<file path="src/inc/pspb_pkg.sv">
// Constants shared by the parallel slave port buffer block.
// Assumes a 32-bit AXI4-Lite register bus, one register per aligned word.
package pspb_pkg;

	// Register indices; byte address is four times the index
	localparam logic [11:0] PSPB_IDX_CTRL  = 12'hF60;
	localparam logic [11:0] PSPB_IDX_STAT  = 12'hF61;
	localparam logic [11:0] PSPB_IDX_IN0   = 12'hF62;
	localparam logic [11:0] PSPB_IDX_IN3   = 12'hF65;
	localparam logic [11:0] PSPB_IDX_OUT1  = 12'hF67;
	localparam logic [11:0] PSPB_IDX_OUT3  = 12'hF69;
	localparam logic [11:0] PSPB_IDX_ADDRL = 12'hF6E;

	// Control register fields
	localparam int PSPB_CTL_EN    = 0;
	localparam int PSPB_CTL_MODE  = 1;
	localparam int PSPB_CTL_INCREMENT_MODE_FIELD  = 3;
	localparam int PSPB_CTL_INTERRUPT_MODE_FIELD  = 5;
	localparam int PSPB_CTL_CSPOL = 7;
	localparam int PSPB_CTL_RDPOL = 8;
	localparam int PSPB_CTL_WRPOL = 9;
	localparam int PSPB_CTL_W     = 10;
	localparam logic [9:0] PSPB_CTRL_RST = 10'h380;

	// Status register fields
	localparam int PSPB_ST_INF  = 0;
	localparam int PSPB_ST_IN_OVERFLOW = 4;
	localparam int PSPB_ST_IBF  = 5;
	localparam int PSPB_ST_OBE  = 8;
	localparam int PSPB_ST_OUT_UNDERFLOW = 12;
	localparam int PSPB_ST_AOBE = 13;
	localparam int PSPB_ST_IRQ  = 16;

	localparam logic [3:0] PSPB_OUT_EMPTY_RST = 4'hF;
	localparam logic [3:0] PSPB_IN_FULL_RST   = 4'h0;

	localparam logic [1:0] PSPB_MODE_LEGACY = 2'h0;
	localparam logic [1:0] PSPB_MODE_ADDR   = 2'h1;
	localparam logic [1:0] PSPB_INCREMENT_MODE_FIELD_BUF    = 2'h3;
	localparam logic [1:0] PSPB_INTERRUPT_MODE_FIELD_EACH   = 2'h1;
	localparam logic [1:0] PSPB_INTERRUPT_MODE_FIELD_FOURTH = 2'h3;
	localparam logic [1:0] PSPB_LAST_BUF    = 2'h3;

	localparam logic [1:0] PSPB_RESP_OKAY   = 2'h0;
	localparam logic [1:0] PSPB_RESP_SLVERR = 2'h2;

	typedef enum logic [2:0] {PSPB_R_NONE, PSPB_R_CTRL, PSPB_R_STAT, PSPB_R_IN, PSPB_R_OUT} pspb_reg_t;

endpackage

</file>
<file path="src/logic/pspb_sync.sv">
// Two-flop synchroniser for a bundle of port pins.
// Assumes each bit is stable around the strobes that qualify it.
`timescale 1ns/1ps
module pspb_sync #(
	parameter int W = 13
) (
	input  wire logic         aclk,    // System clock
	input  wire logic         aresetn, // Synchronous reset, active low
	input  wire logic [W-1:0] d,       // Asynchronous inputs
	output logic      [W-1:0] q        // Synchronised outputs
);
	logic [W-1:0] meta_r;

	always_ff @(posedge aclk)
	begin
		if (!aresetn)
		begin
			meta_r <= '0;
			q      <= '0;
		end
		else
		begin
			meta_r <= d;
			q      <= meta_r;
		end
	end
endmodule // pspb_sync

</file>
<file path="src/logic/pspb_top.sv">
// Parallel slave port with legacy, buffered and addressable modes.
// Assumes an AXI4-Lite master on aclk and an external strobing master on the pins.
`timescale 1ns/1ps
module pspb_top
	import pspb_pkg::*;
#(
	parameter int AW = 16
) (
	input  wire logic          aclk,               // System clock, 25 MHz
	input  wire logic          aresetn,            // Synchronous reset, active low
	input  wire logic [AW-1:0] s_axi_awaddr,       // Write address
	input  wire logic          s_axi_awvalid,      // Write address valid
	output logic               s_axi_awready,      // Write address ready
	input  wire logic [31:0]   s_axi_wdata,        // Write data
	input  wire logic [3:0]    s_axi_wstrb,        // Write byte enables
	input  wire logic          s_axi_wvalid,       // Write data valid
	output logic               s_axi_wready,       // Write data ready
	output logic [1:0]         s_axi_bresp,        // Write response
	output logic               s_axi_bvalid,       // Write response valid
	input  wire logic          s_axi_bready,       // Write response ready
	input  wire logic [AW-1:0] s_axi_araddr,       // Read address
	input  wire logic          s_axi_arvalid,      // Read address valid
	output logic               s_axi_arready,      // Read address ready
	output logic [31:0]        s_axi_rdata,        // Read data
	output logic [1:0]         s_axi_rresp,        // Read response
	output logic               s_axi_rvalid,       // Read data valid
	input  wire logic          s_axi_rready,       // Read data ready
	input  wire logic [7:0]    port_data_bus_in,   // Data pins, input side
	output logic [7:0]         port_data_bus_out,  // Data pins, output side
	output logic               port_data_bus_oe,   // Data pins driven by block
	input  wire logic          port_select_in,     // Chip select pin
	input  wire logic          read_strobe_in,     // Read strobe pin
	input  wire logic          write_strobe_in,    // Write strobe pin
	input  wire logic [1:0]    slave_addr_inputs,  // Buffer address pins
	output logic               port_irq_flag,      // Sticky port event flag
	output logic               master_mode_active  // Master mode selected
);
	logic [PSPB_CTL_W-1:0] ctrl_r;
	logic [7:0]  in_buf_r [4];
	logic [7:0]  out_buf_r [4];
	logic [3:0]  in_full_r;
	logic [3:0]  out_empty_r;
	logic        in_overflow_r;
	logic        out_underflow_r;
	logic        irq_r;
	logic [1:0]  wr_ptr_r;
	logic [1:0]  rd_ptr_r;
	logic        wr_act_r;
	logic        rd_act_r;
	logic [7:0]  data_out_r;
	logic [12:0] pins_s;
	logic [7:0]  data_s;
	logic [1:0]  addr_s;
	logic        cs_a;
	logic        rd_a;
	logic        wr_a;
	logic        enable;
	logic [1:0]  mode;
	logic        slave_on;
	logic        buffered;
	logic        addressed;
	logic        enhanced;
	logic        wr_act;
	logic        rd_act;
	logic        wr_end;
	logic        rd_end;
	logic [1:0]  wr_sel;
	logic [1:0]  rd_sel;
	logic        irq_event;
	logic        all_in_full;
	logic        all_out_empty;
	logic        wr_go;
	logic        rd_go;
	pspb_reg_t   wkind;
	pspb_reg_t   rkind;
	logic [1:0]  wbuf;
	logic [1:0]  rbuf;
	logic [31:0] stat_word;

	function automatic pspb_reg_t reg_kind(input logic [AW-1:0] a);
		logic [11:0] idx;
		idx = a[13:2];
		if (a[AW-1:14] != '0)
			return PSPB_R_NONE;
		if (idx == PSPB_IDX_CTRL)
			return PSPB_R_CTRL;
		if (idx == PSPB_IDX_STAT)
			return PSPB_R_STAT;
		if (idx >= PSPB_IDX_IN0 && idx <= PSPB_IDX_IN3)
			return PSPB_R_IN;
		if (idx == PSPB_IDX_ADDRL || (idx >= PSPB_IDX_OUT1 && idx <= PSPB_IDX_OUT3))
			return PSPB_R_OUT;
		return PSPB_R_NONE;
	endfunction

	function automatic logic [1:0] buf_index(input logic [AW-1:0] a);
		logic [11:0] idx;
		idx = a[13:2];
		if (idx == PSPB_IDX_ADDRL)
			return 2'h0;
		if (idx >= PSPB_IDX_OUT1)
			return 2'(idx - PSPB_IDX_OUT1 + 12'h001);
		return 2'(idx - PSPB_IDX_IN0);
	endfunction

	pspb_sync #(
		.W (13)
	) u_sync (
		.aclk    (aclk),
		.aresetn (aresetn),
		.d       ({port_select_in, read_strobe_in, write_strobe_in, slave_addr_inputs, port_data_bus_in}),
		.q       (pins_s)
	);

	assign data_s = pins_s[7:0];
	assign addr_s = pins_s[9:8];

	assign cs_a = pins_s[12] ~^ ctrl_r[PSPB_CTL_CSPOL];
	assign rd_a = pins_s[11] ~^ ctrl_r[PSPB_CTL_RDPOL];
	assign wr_a = pins_s[10] ~^ ctrl_r[PSPB_CTL_WRPOL];

	assign enable    = ctrl_r[PSPB_CTL_EN];
	assign mode      = ctrl_r[PSPB_CTL_MODE +: 2];
	assign slave_on  = enable && !mode[1];
	assign buffered  = slave_on && mode == PSPB_MODE_LEGACY && ctrl_r[PSPB_CTL_INCREMENT_MODE_FIELD +: 2] == PSPB_INCREMENT_MODE_FIELD_BUF;
	assign addressed = slave_on && mode == PSPB_MODE_ADDR;
	assign enhanced  = buffered || addressed;
	assign master_mode_active = enable && mode[1];

	assign wr_act = slave_on && cs_a && wr_a;
	assign rd_act = slave_on && cs_a && rd_a;
	assign wr_end = wr_act_r && !wr_act;
	assign rd_end = rd_act_r && !rd_act;

	assign wr_sel = addressed ? addr_s : (buffered ? wr_ptr_r : 2'h0);
	assign rd_sel = addressed ? addr_s : (buffered ? rd_ptr_r : 2'h0);

	assign all_in_full   = enhanced ? &in_full_r : in_full_r[0];
	assign all_out_empty = enhanced ? &out_empty_r : out_empty_r[0];

	// interrupt per write strobe in legacy mode; per strobe or per fourth buffer in buffered or addressable mode
	always_comb
	begin
		irq_event = 1'b0;
		if (!enhanced)
			irq_event = wr_end;
		else if (ctrl_r[PSPB_CTL_INTERRUPT_MODE_FIELD +: 2] == PSPB_INTERRUPT_MODE_FIELD_EACH)
			irq_event = wr_end || rd_end;
		else if (ctrl_r[PSPB_CTL_INTERRUPT_MODE_FIELD +: 2] == PSPB_INTERRUPT_MODE_FIELD_FOURTH)
			irq_event = (wr_end && wr_sel == PSPB_LAST_BUF) || (rd_end && rd_sel == PSPB_LAST_BUF);
	end

	always_ff @(posedge aclk)
	begin
		if (!aresetn)
		begin
			wr_act_r <= 1'b0;
			rd_act_r <= 1'b0;
		end
		else
		begin
			wr_act_r <= wr_act;
			rd_act_r <= rd_act;
		end
	end

	always_ff @(posedge aclk)
	begin
		if (!aresetn || !buffered)
			wr_ptr_r <= 2'h0;
		else if (wr_end)
			wr_ptr_r <= wr_ptr_r + 2'h1;
	end

	always_ff @(posedge aclk)
	begin
		if (!aresetn || !buffered)
			rd_ptr_r <= 2'h0;
		else if (rd_end)
			rd_ptr_r <= rd_ptr_r + 2'h1;
	end

	// byte captured at the end of the write strobe
	always_ff @(posedge aclk)
	begin
		if (!aresetn)
		begin
			for (int i = 0; i < 4; i++)
				in_buf_r[i] <= 8'h00;
		end
		// byte dropped on a full buffer
		else if (wr_end && !in_full_r[wr_sel])
			in_buf_r[wr_sel] <= data_s;
	end

	// full set by strobe wins over software clear
	always_ff @(posedge aclk)
	begin
		if (!aresetn)
			in_full_r <= PSPB_IN_FULL_RST;
		else
		begin
			for (int i = 0; i < 4; i++)
			begin
				if (wr_end && wr_sel == 2'(i))
					in_full_r[i] <= 1'b1;
				else if (rd_go && rkind == PSPB_R_IN && rbuf == 2'(i))
					in_full_r[i] <= 1'b0;
			end
		end
	end

	// empty set on read out, cleared by software load
	always_ff @(posedge aclk)
	begin
		if (!aresetn)
			out_empty_r <= PSPB_OUT_EMPTY_RST;
		else
		begin
			for (int i = 0; i < 4; i++)
			begin
				if (rd_end && rd_sel == 2'(i))
					out_empty_r[i] <= 1'b1;
				else if (wr_go && wkind == PSPB_R_OUT && wbuf == 2'(i) && s_axi_wstrb[0])
					out_empty_r[i] <= 1'b0;
			end
		end
	end

	// error flags sticky until software clears
	always_ff @(posedge aclk)
	begin
		if (!aresetn)
		begin
			in_overflow_r   <= 1'b0;
			out_underflow_r <= 1'b0;
			irq_r           <= 1'b0;
		end
		else
		begin
			// overflow on a write to a full buffer
			if (wr_end && in_full_r[wr_sel])
				in_overflow_r <= 1'b1;
			else if (wr_go && wkind == PSPB_R_STAT && s_axi_wstrb[0] && s_axi_wdata[PSPB_ST_IN_OVERFLOW])
				in_overflow_r <= 1'b0;
			// underflow on a read of an empty buffer, in buffered or addressable mode only
			if (rd_end && enhanced && out_empty_r[rd_sel])
				out_underflow_r <= 1'b1;
			else if (wr_go && wkind == PSPB_R_STAT && s_axi_wstrb[1] && s_axi_wdata[PSPB_ST_OUT_UNDERFLOW])
				out_underflow_r <= 1'b0;
			// interrupt flag on each irq_event
			if (irq_event)
				irq_r <= 1'b1;
			else if (wr_go && wkind == PSPB_R_STAT && s_axi_wstrb[2] && s_axi_wdata[PSPB_ST_IRQ])
				irq_r <= 1'b0;
		end
	end

	assign port_irq_flag = irq_r;

	// output byte presented while selected and reading
	always_ff @(posedge aclk)
	begin
		if (!aresetn)
			data_out_r <= 8'h00;
		else
			data_out_r <= out_buf_r[rd_sel];
	end

	assign port_data_bus_out = data_out_r;
	assign port_data_bus_oe  = rd_act;

	// Register bus: both write channels taken together
	assign wkind         = reg_kind(s_axi_awaddr);
	assign rkind         = reg_kind(s_axi_araddr);
	assign wbuf          = buf_index(s_axi_awaddr);
	assign rbuf          = buf_index(s_axi_araddr);
	assign wr_go         = s_axi_awvalid && s_axi_wvalid && !s_axi_bvalid;
	assign rd_go         = s_axi_arvalid && !s_axi_rvalid;
	assign s_axi_awready = wr_go;
	assign s_axi_wready  = wr_go;
	assign s_axi_arready = rd_go;

	always_ff @(posedge aclk)
	begin
		if (!aresetn)
			ctrl_r <= PSPB_CTRL_RST;
		else if (wr_go && wkind == PSPB_R_CTRL)
		begin
			if (s_axi_wstrb[0])
				ctrl_r[7:0] <= s_axi_wdata[7:0];
			if (s_axi_wstrb[1])
				ctrl_r[PSPB_CTL_W-1:8] <= s_axi_wdata[PSPB_CTL_W-1:8];
		end
	end

	// address low register shares output buffer 0
	always_ff @(posedge aclk)
	begin
		if (!aresetn)
		begin
			for (int i = 0; i < 4; i++)
				out_buf_r[i] <= 8'h00;
		end
		else if (wr_go && wkind == PSPB_R_OUT && s_axi_wstrb[0])
			out_buf_r[wbuf] <= s_axi_wdata[7:0];
	end

	always_ff @(posedge aclk)
	begin
		if (!aresetn)
		begin
			s_axi_bvalid <= 1'b0;
			s_axi_bresp  <= PSPB_RESP_OKAY;
		end
		else if (wr_go)
		begin
			s_axi_bvalid <= 1'b1;
			s_axi_bresp  <= (wkind == PSPB_R_NONE) ? PSPB_RESP_SLVERR : PSPB_RESP_OKAY;
		end
		else if (s_axi_bready)
			s_axi_bvalid <= 1'b0;
	end

	always_comb
	begin
		stat_word                        = 32'h0000_0000;
		stat_word[PSPB_ST_INF +: 4]      = in_full_r;
		stat_word[PSPB_ST_IN_OVERFLOW]          = in_overflow_r;
		stat_word[PSPB_ST_IBF]           = all_in_full;
		stat_word[PSPB_ST_OBE +: 4]      = out_empty_r;
		stat_word[PSPB_ST_OUT_UNDERFLOW]          = out_underflow_r;
		stat_word[PSPB_ST_AOBE]          = all_out_empty;
		stat_word[PSPB_ST_IRQ]           = irq_r;
	end

	always_ff @(posedge aclk)
	begin
		if (!aresetn)
		begin
			s_axi_rvalid <= 1'b0;
			s_axi_rdata  <= 32'h0000_0000;
			s_axi_rresp  <= PSPB_RESP_OKAY;
		end
		else if (rd_go)
		begin
			s_axi_rvalid <= 1'b1;
			s_axi_rresp  <= PSPB_RESP_OKAY;
			unique case (rkind)
				PSPB_R_CTRL: s_axi_rdata <= {22'h000000, ctrl_r};
				PSPB_R_STAT: s_axi_rdata <= stat_word;
				PSPB_R_IN:   s_axi_rdata <= {24'h000000, in_buf_r[rbuf]};
				PSPB_R_OUT:  s_axi_rdata <= {24'h000000, out_buf_r[rbuf]};
				default:
				begin
					s_axi_rdata <= 32'h0000_0000;
					s_axi_rresp <= PSPB_RESP_SLVERR;
				end
			endcase
		end
		else if (s_axi_rready)
			s_axi_rvalid <= 1'b0;
	end

endmodule // pspb_top

</file>
<file path="config.mk">
export PLATFORM = sky130hd
export DESIGN_NAME = pspb_top
export DESIGN_NICKNAME = d
export VERILOG_FILES = /design/src/inc/pspb_pkg.sv /design/src/logic/pspb_sync.sv /design/src/logic/pspb_top.sv
export SDC_FILE = /design/constraint.sdc
export NUM_CORES = 1
export LEC_CHECK = 0
export BUFFER_PORTS_ARGS = -buffer_cell sky130_fd_sc_hd__buf_2
export CORE_MARGIN = 3
export CORE_UTILIZATION = 55
export DETAILED_ROUTE_END_ITERATION = 6
export HOLD_SLACK_MARGIN = 0.06
export PLACE_DENSITY_LB_ADDON = 0.1
export SLEW_MARGIN = 25
export SYNTH_ARGS = -nofsm -noshare
export SYNTH_HDL_FRONTEND = slang
export SYNTH_SLANG_ARGS = --single-unit
</file>
<file path="constraint.sdc">
create_clock -name aclk -period 3.9 [get_ports aclk]
set_clock_uncertainty 0.15 [all_clocks]
set_input_delay 0.78 -clock aclk [delete_from_list [all_inputs] [get_ports aclk]]
set_output_delay 0.78 -clock aclk [all_outputs]
set_load 0.02 [all_outputs]
</file>
======== After elaboration in Yosys (flattened, before gate mapping) ========
Memory sizes are Yosys's and may differ from the RTL's. A register that Yosys moved wholly into a read port is not among the register bits.
Index checks and enable logic that the tools add are counted.
operators by class
  $add $sub $neg .......................... 8
  order comparisons ....................... 10
  eq/ne operators ......................... 29
  multiplexer cells ....................... 111
  bitwise logic cells ..................... 4
  reductions and logical operators ........ 95
operator list
  operator                                                     number
  == test 12 bit (second input constant)                       6
  2-to-1 mux 1 bit                                             70
  one-hot mux 17 bit (4 select lines)                          1
  2-to-1 mux 3 bit                                             20
  logical AND 1 bit                                            52
  >= comparator 12 bit (second input constant)                 4
  <= comparator 12 bit (second input constant)                 4
  2-to-1 mux 2 bit                                             16
  nonzero test 2 bit                                           11
  == test 2 bit (second input constant)                        10
  2-to-1 mux 8 bit                                             2
  OR reduction 8 bit                                           2
  == test 2 x 1 -> 1 bit (second input constant)               6
  logical NOT 2 bit                                            5
  == test 3 x 2 -> 1 bit (second input constant)               3
  logical NOT 1 bit                                            9
  adder 2 x 1 -> 2 bit (second input constant)                 4
  AND reduction 4 bit                                          2
  OR reduction 2 bit                                           4
  subtractor 2 bit (second input constant)                     4
  == test 3 x 1 -> 1 bit (second input constant)               2
  == test 3 bit (second input constant)                        2
  logical OR 1 bit                                             6
  less-than comparator 2 x 3 -> 1 bit (second input constant)  2
  other kinds (6)                                              10
word-level totals
  register bits after elaboration ......... 91
  memory bits (writable) .................. 64
  word-level logic and storage cells ...... 283
  memories ................................ 2
memories
  memory     depth  width  read ports  clocked after memory_dff  write ports  RTL line        text
  in_buf_r   4      8      1           0                         4            pspb_top.sv:39  logic [7:0] in_buf_r [4];
  out_buf_r  4      8      2           1                         4            pspb_top.sv:40  logic [7:0] out_buf_r [4];

======== Logic depth before layout (Yosys ltp) ========
  depth after elaboration ................. 25
  mapped depth ............................ 7
  gate-level depth less buffers ........... 6

======== By module ========
From an unflattened synthesis, not the netlist that was laid out.
unflattened totals
  cells, all modules ...................... 613
  area, all modules ....................... 6824.0 um^2
by module, submodules not included
  module     instances  cells each  area each (um^2)  sequential area each (um^2)
  pspb_top   1          559         6093.3            3002.9
  pspb_sync  1          54          730.7             520.5

======== Worst setup path after synthesis ========
OpenSTA, ideal clock, no wires.
  kind .................................... in2reg
  from .................................... in s_axi_awaddr[9]
  to ...................................... mem out_buf_r[2][0] (enable)
  setup time .............................. 0.387 ns
  data arrival time ....................... 2.774 ns
  data required time ...................... 3.363 ns
  slack ................................... 0.590 ns
  stages .................................. 5
  buffers on the path ..................... 0
  cells stage by stage .................... or4_4 -> nor4_4 -> nand2_1 -> or2_2 -> o31ai_1
RTL lines
  item             RTL line        text
  start, declared  pspb_top.sv:11  input wire logic [AW-1:0] s_axi_awaddr,
  end, declared    pspb_top.sv:40

==> reports/qor.txt <==
Starting density of the core: 57.2%
Leak Pwr: 3.14 nW
Cell taking the most area after synthesis: edfxtp_1
Clock latency at the later pin of the worst-skew pair: 420 ps
GRT Total Usage: 24.6%
Hold Startpoint: u_sync.meta_r[9]
Hold slack: 282 ps
Crit Path Class: primary input to register
Total Wirelength: 15.6 mm
Tightest Pin Transition: 968 ps
Pre-CTS WS: 658 ps
First-pass DRT Iterations: 5
Worst VDD drop: 0.000303 V
Wirelength per Cell: 18.1 µm
Compound-Gate Fraction of Synth Area: 10.8%
Core box area: 11,600 µm²
Final period util: 72.7%
CP Launch Type: primary input
Port Buf Inserts: 95
EDFF count, synth: 64
CTS H-Tree Depth: 4
Slew HR: 35.0%
Run status: finished clean
YS warnings: 0
Hpwl dp: 10.8 mm
Setup Buffers After CTS: 0
IO Count: 140
Initial antenna violation count: 0
Pwr/cell area: 449 nW/µm²
Post-DR vias/cell: 5.77
Endpoints failing hold: 0
Total number of vias: 4,969
Number of synthesized register bits: 144
Main combinational cell family by area after synthesis: simple AND/OR/NAND/NOR gates
Clock-pin transition on the worst setup and hold timing paths: 60 ps
Layout cells sized above 1: 24.7%
Main synth FF type: dfxtp_1
Post-Syn Instances: 607
Most frequent cell after synthesis: dfxtp_1
Root Driver: clkbuf_16
Crit path required time: 3870 ps
Crit path max fanout: 8
Cts bufs inserted: 17
Vias in the first global route: 4,824
CTS tree: built
Cell Rows: 39
Worst Setup End Kind: register
RSZ-0062 raised after global routing: no
Max-slew violation count: 0
Clock sinks: 144
Synth top area share: 28.9%
Ranking of synthesized cells by area: edfxtp_1, dfxtp_1, and2_1
CP Data Arrival Time: 2810 ps
Crit Reg-Reg Startpoint: ctrl_r[7]
Die W: 116 µm
First-pass GRT wire length: 24.8 mm
Longest Clk Path Bufs: 2
Gpl congestion: 0.854
Antenna viol nets, final: 0
Largest net degree at the start of global routing: 50
Mux share of post-synthesis cell area: 8.29%
Simple-gate share of the synthesized area: 22.4%
Die span in y: 116 µm
Tot Pwr: 3.52 mW
Drt drc: 0
Tmin final: 2830 ps
Sequential-to-total area share from yosys stat: 53.0%
Fmax: 353 MHz
Post-Syn Area: 6640 µm²
Sum of negative setup slack: 0 ps
Top cells by count, synth: dfxtp_1, and2_1, edfxtp_1
Hold_buf cts: 0
CTS resizes: 0
Adder-Cell Fraction of Synth Area: 0%
Setup-failing EPs final: 0
Diodes inserted: 0
Nets: 793
Initial DRC count: 429
Remaining global-route overflow: 0
XOR/XNOR share of the synthesized area: 0.923%
Post-synth ARST share: 0%
Setup WS post-layout: 1070 ps
Syn_area_per_cell: 10.9 µm²
Netlist cell types: 59
Worst setup startpoint: s_axi_awaddr[9]
Max cap viols: 0
P&R area growth vs syn: 18.1%
Hold Crit Class: register to register
Die Footprint: 13,400 µm²
==> layout make-up <==
cell class                 count  area, µm²
clock buffer                  22        507
clock inverter                10        119
fill                         885       3770
inverter                       7       26.3
multi-input combinational    424       2900
sequential                   144       3520
tap                          143        179
timing repair buffer         111        596
==> placed cells by master (no fill, tap or decap), types with 5 or more instances in the layout <==
cell type and count:
or4_1 5, buf_2 95, dfxtp_1 80, buf_4 16, o31ai_1 5, a21oi_1 20
nand3_1 17, clkbuf_16 19, conb_1 19, nand2b_1 10, edfxtp_1 64, mux4_2 16
o21ai_1 6, and2_1 71, xnor2_1 5, a31oi_1 6, nand2_1 59, nor2_1 21
nand4b_1 5, and3_1 26, mux2i_1 19, inv_1 6, nor2b_1 13, a211oi_1 16
o21ai_0 16, nand3b_1 5, a22oi_1 8
==> critical path, stage by stage <==
cell and delay [ps]:
buf_2 110, or4_4 540, nor4_4 330, nand2_1 220, or2_2 360, o31ai_1 220, buf_4 240
==> power by group <==
part	total [mW]	switching [mW]	internal [mW]
Combinational	0.214	0.133	0.0810
Sequential	1.63	0.0151	1.61
Clock	1.68	0.626	1.06
Total	3.52	0.774	2.75
==> kinds of logic (layout without fill, tap and decap cells) <==
logic type | after synthesis | after routing
and+or+nand+nor | 258 | 258
DFF | 144 | 144
AOI/OAI and AO/OA | 105 | 105
buffers and inverters | 57 | 150
muxes | 35 | 35
xor gates and xnor gates | 7 | 7
other | 1 | 19
==> routing by layer <==
metal  share of wire [%]  up-vias  GRT usage (%)
met5                   0        -              0
met4                 1.7        0           8.97
met3                 8.3       23           6.68
met2                  46      220           38.2
met1                  44     2338           33.5
li1                    -     2388              -
==> path summary, 6_finish.rpt <==
check,depth (start not counted),slack [ps],to
max,7,1070,out_buf_r[2][2]
min,1,280,u_sync.q[9]
max reg2reg,5,1240,in_buf_r[2][1]
min reg2reg,1,280,u_sync.q[9]
==> flip-flops by register name (all words and copies together) (netlist names), 4 cells and up <==
signal / flops
ctrl_r: 10
in_buf_r: 32
in_full_r: 4
out_buf_r: 32
out_empty_r: 4
port_data_bus_out: 8
s_axi_rdata: 15
u_sync.meta_r: 13
u_sync.q: 13
==> stage by stage <==
stage               util, %  area [µm²]  instances
floorplan                 -        6710        625
global placement       62.2        7220        829
detailed placement     62.2        7220        829
CTS                    67.6        7850        861
global route           67.6        7850        861
finish                 67.6        7850        861
(Power assumes the default switching activity.)
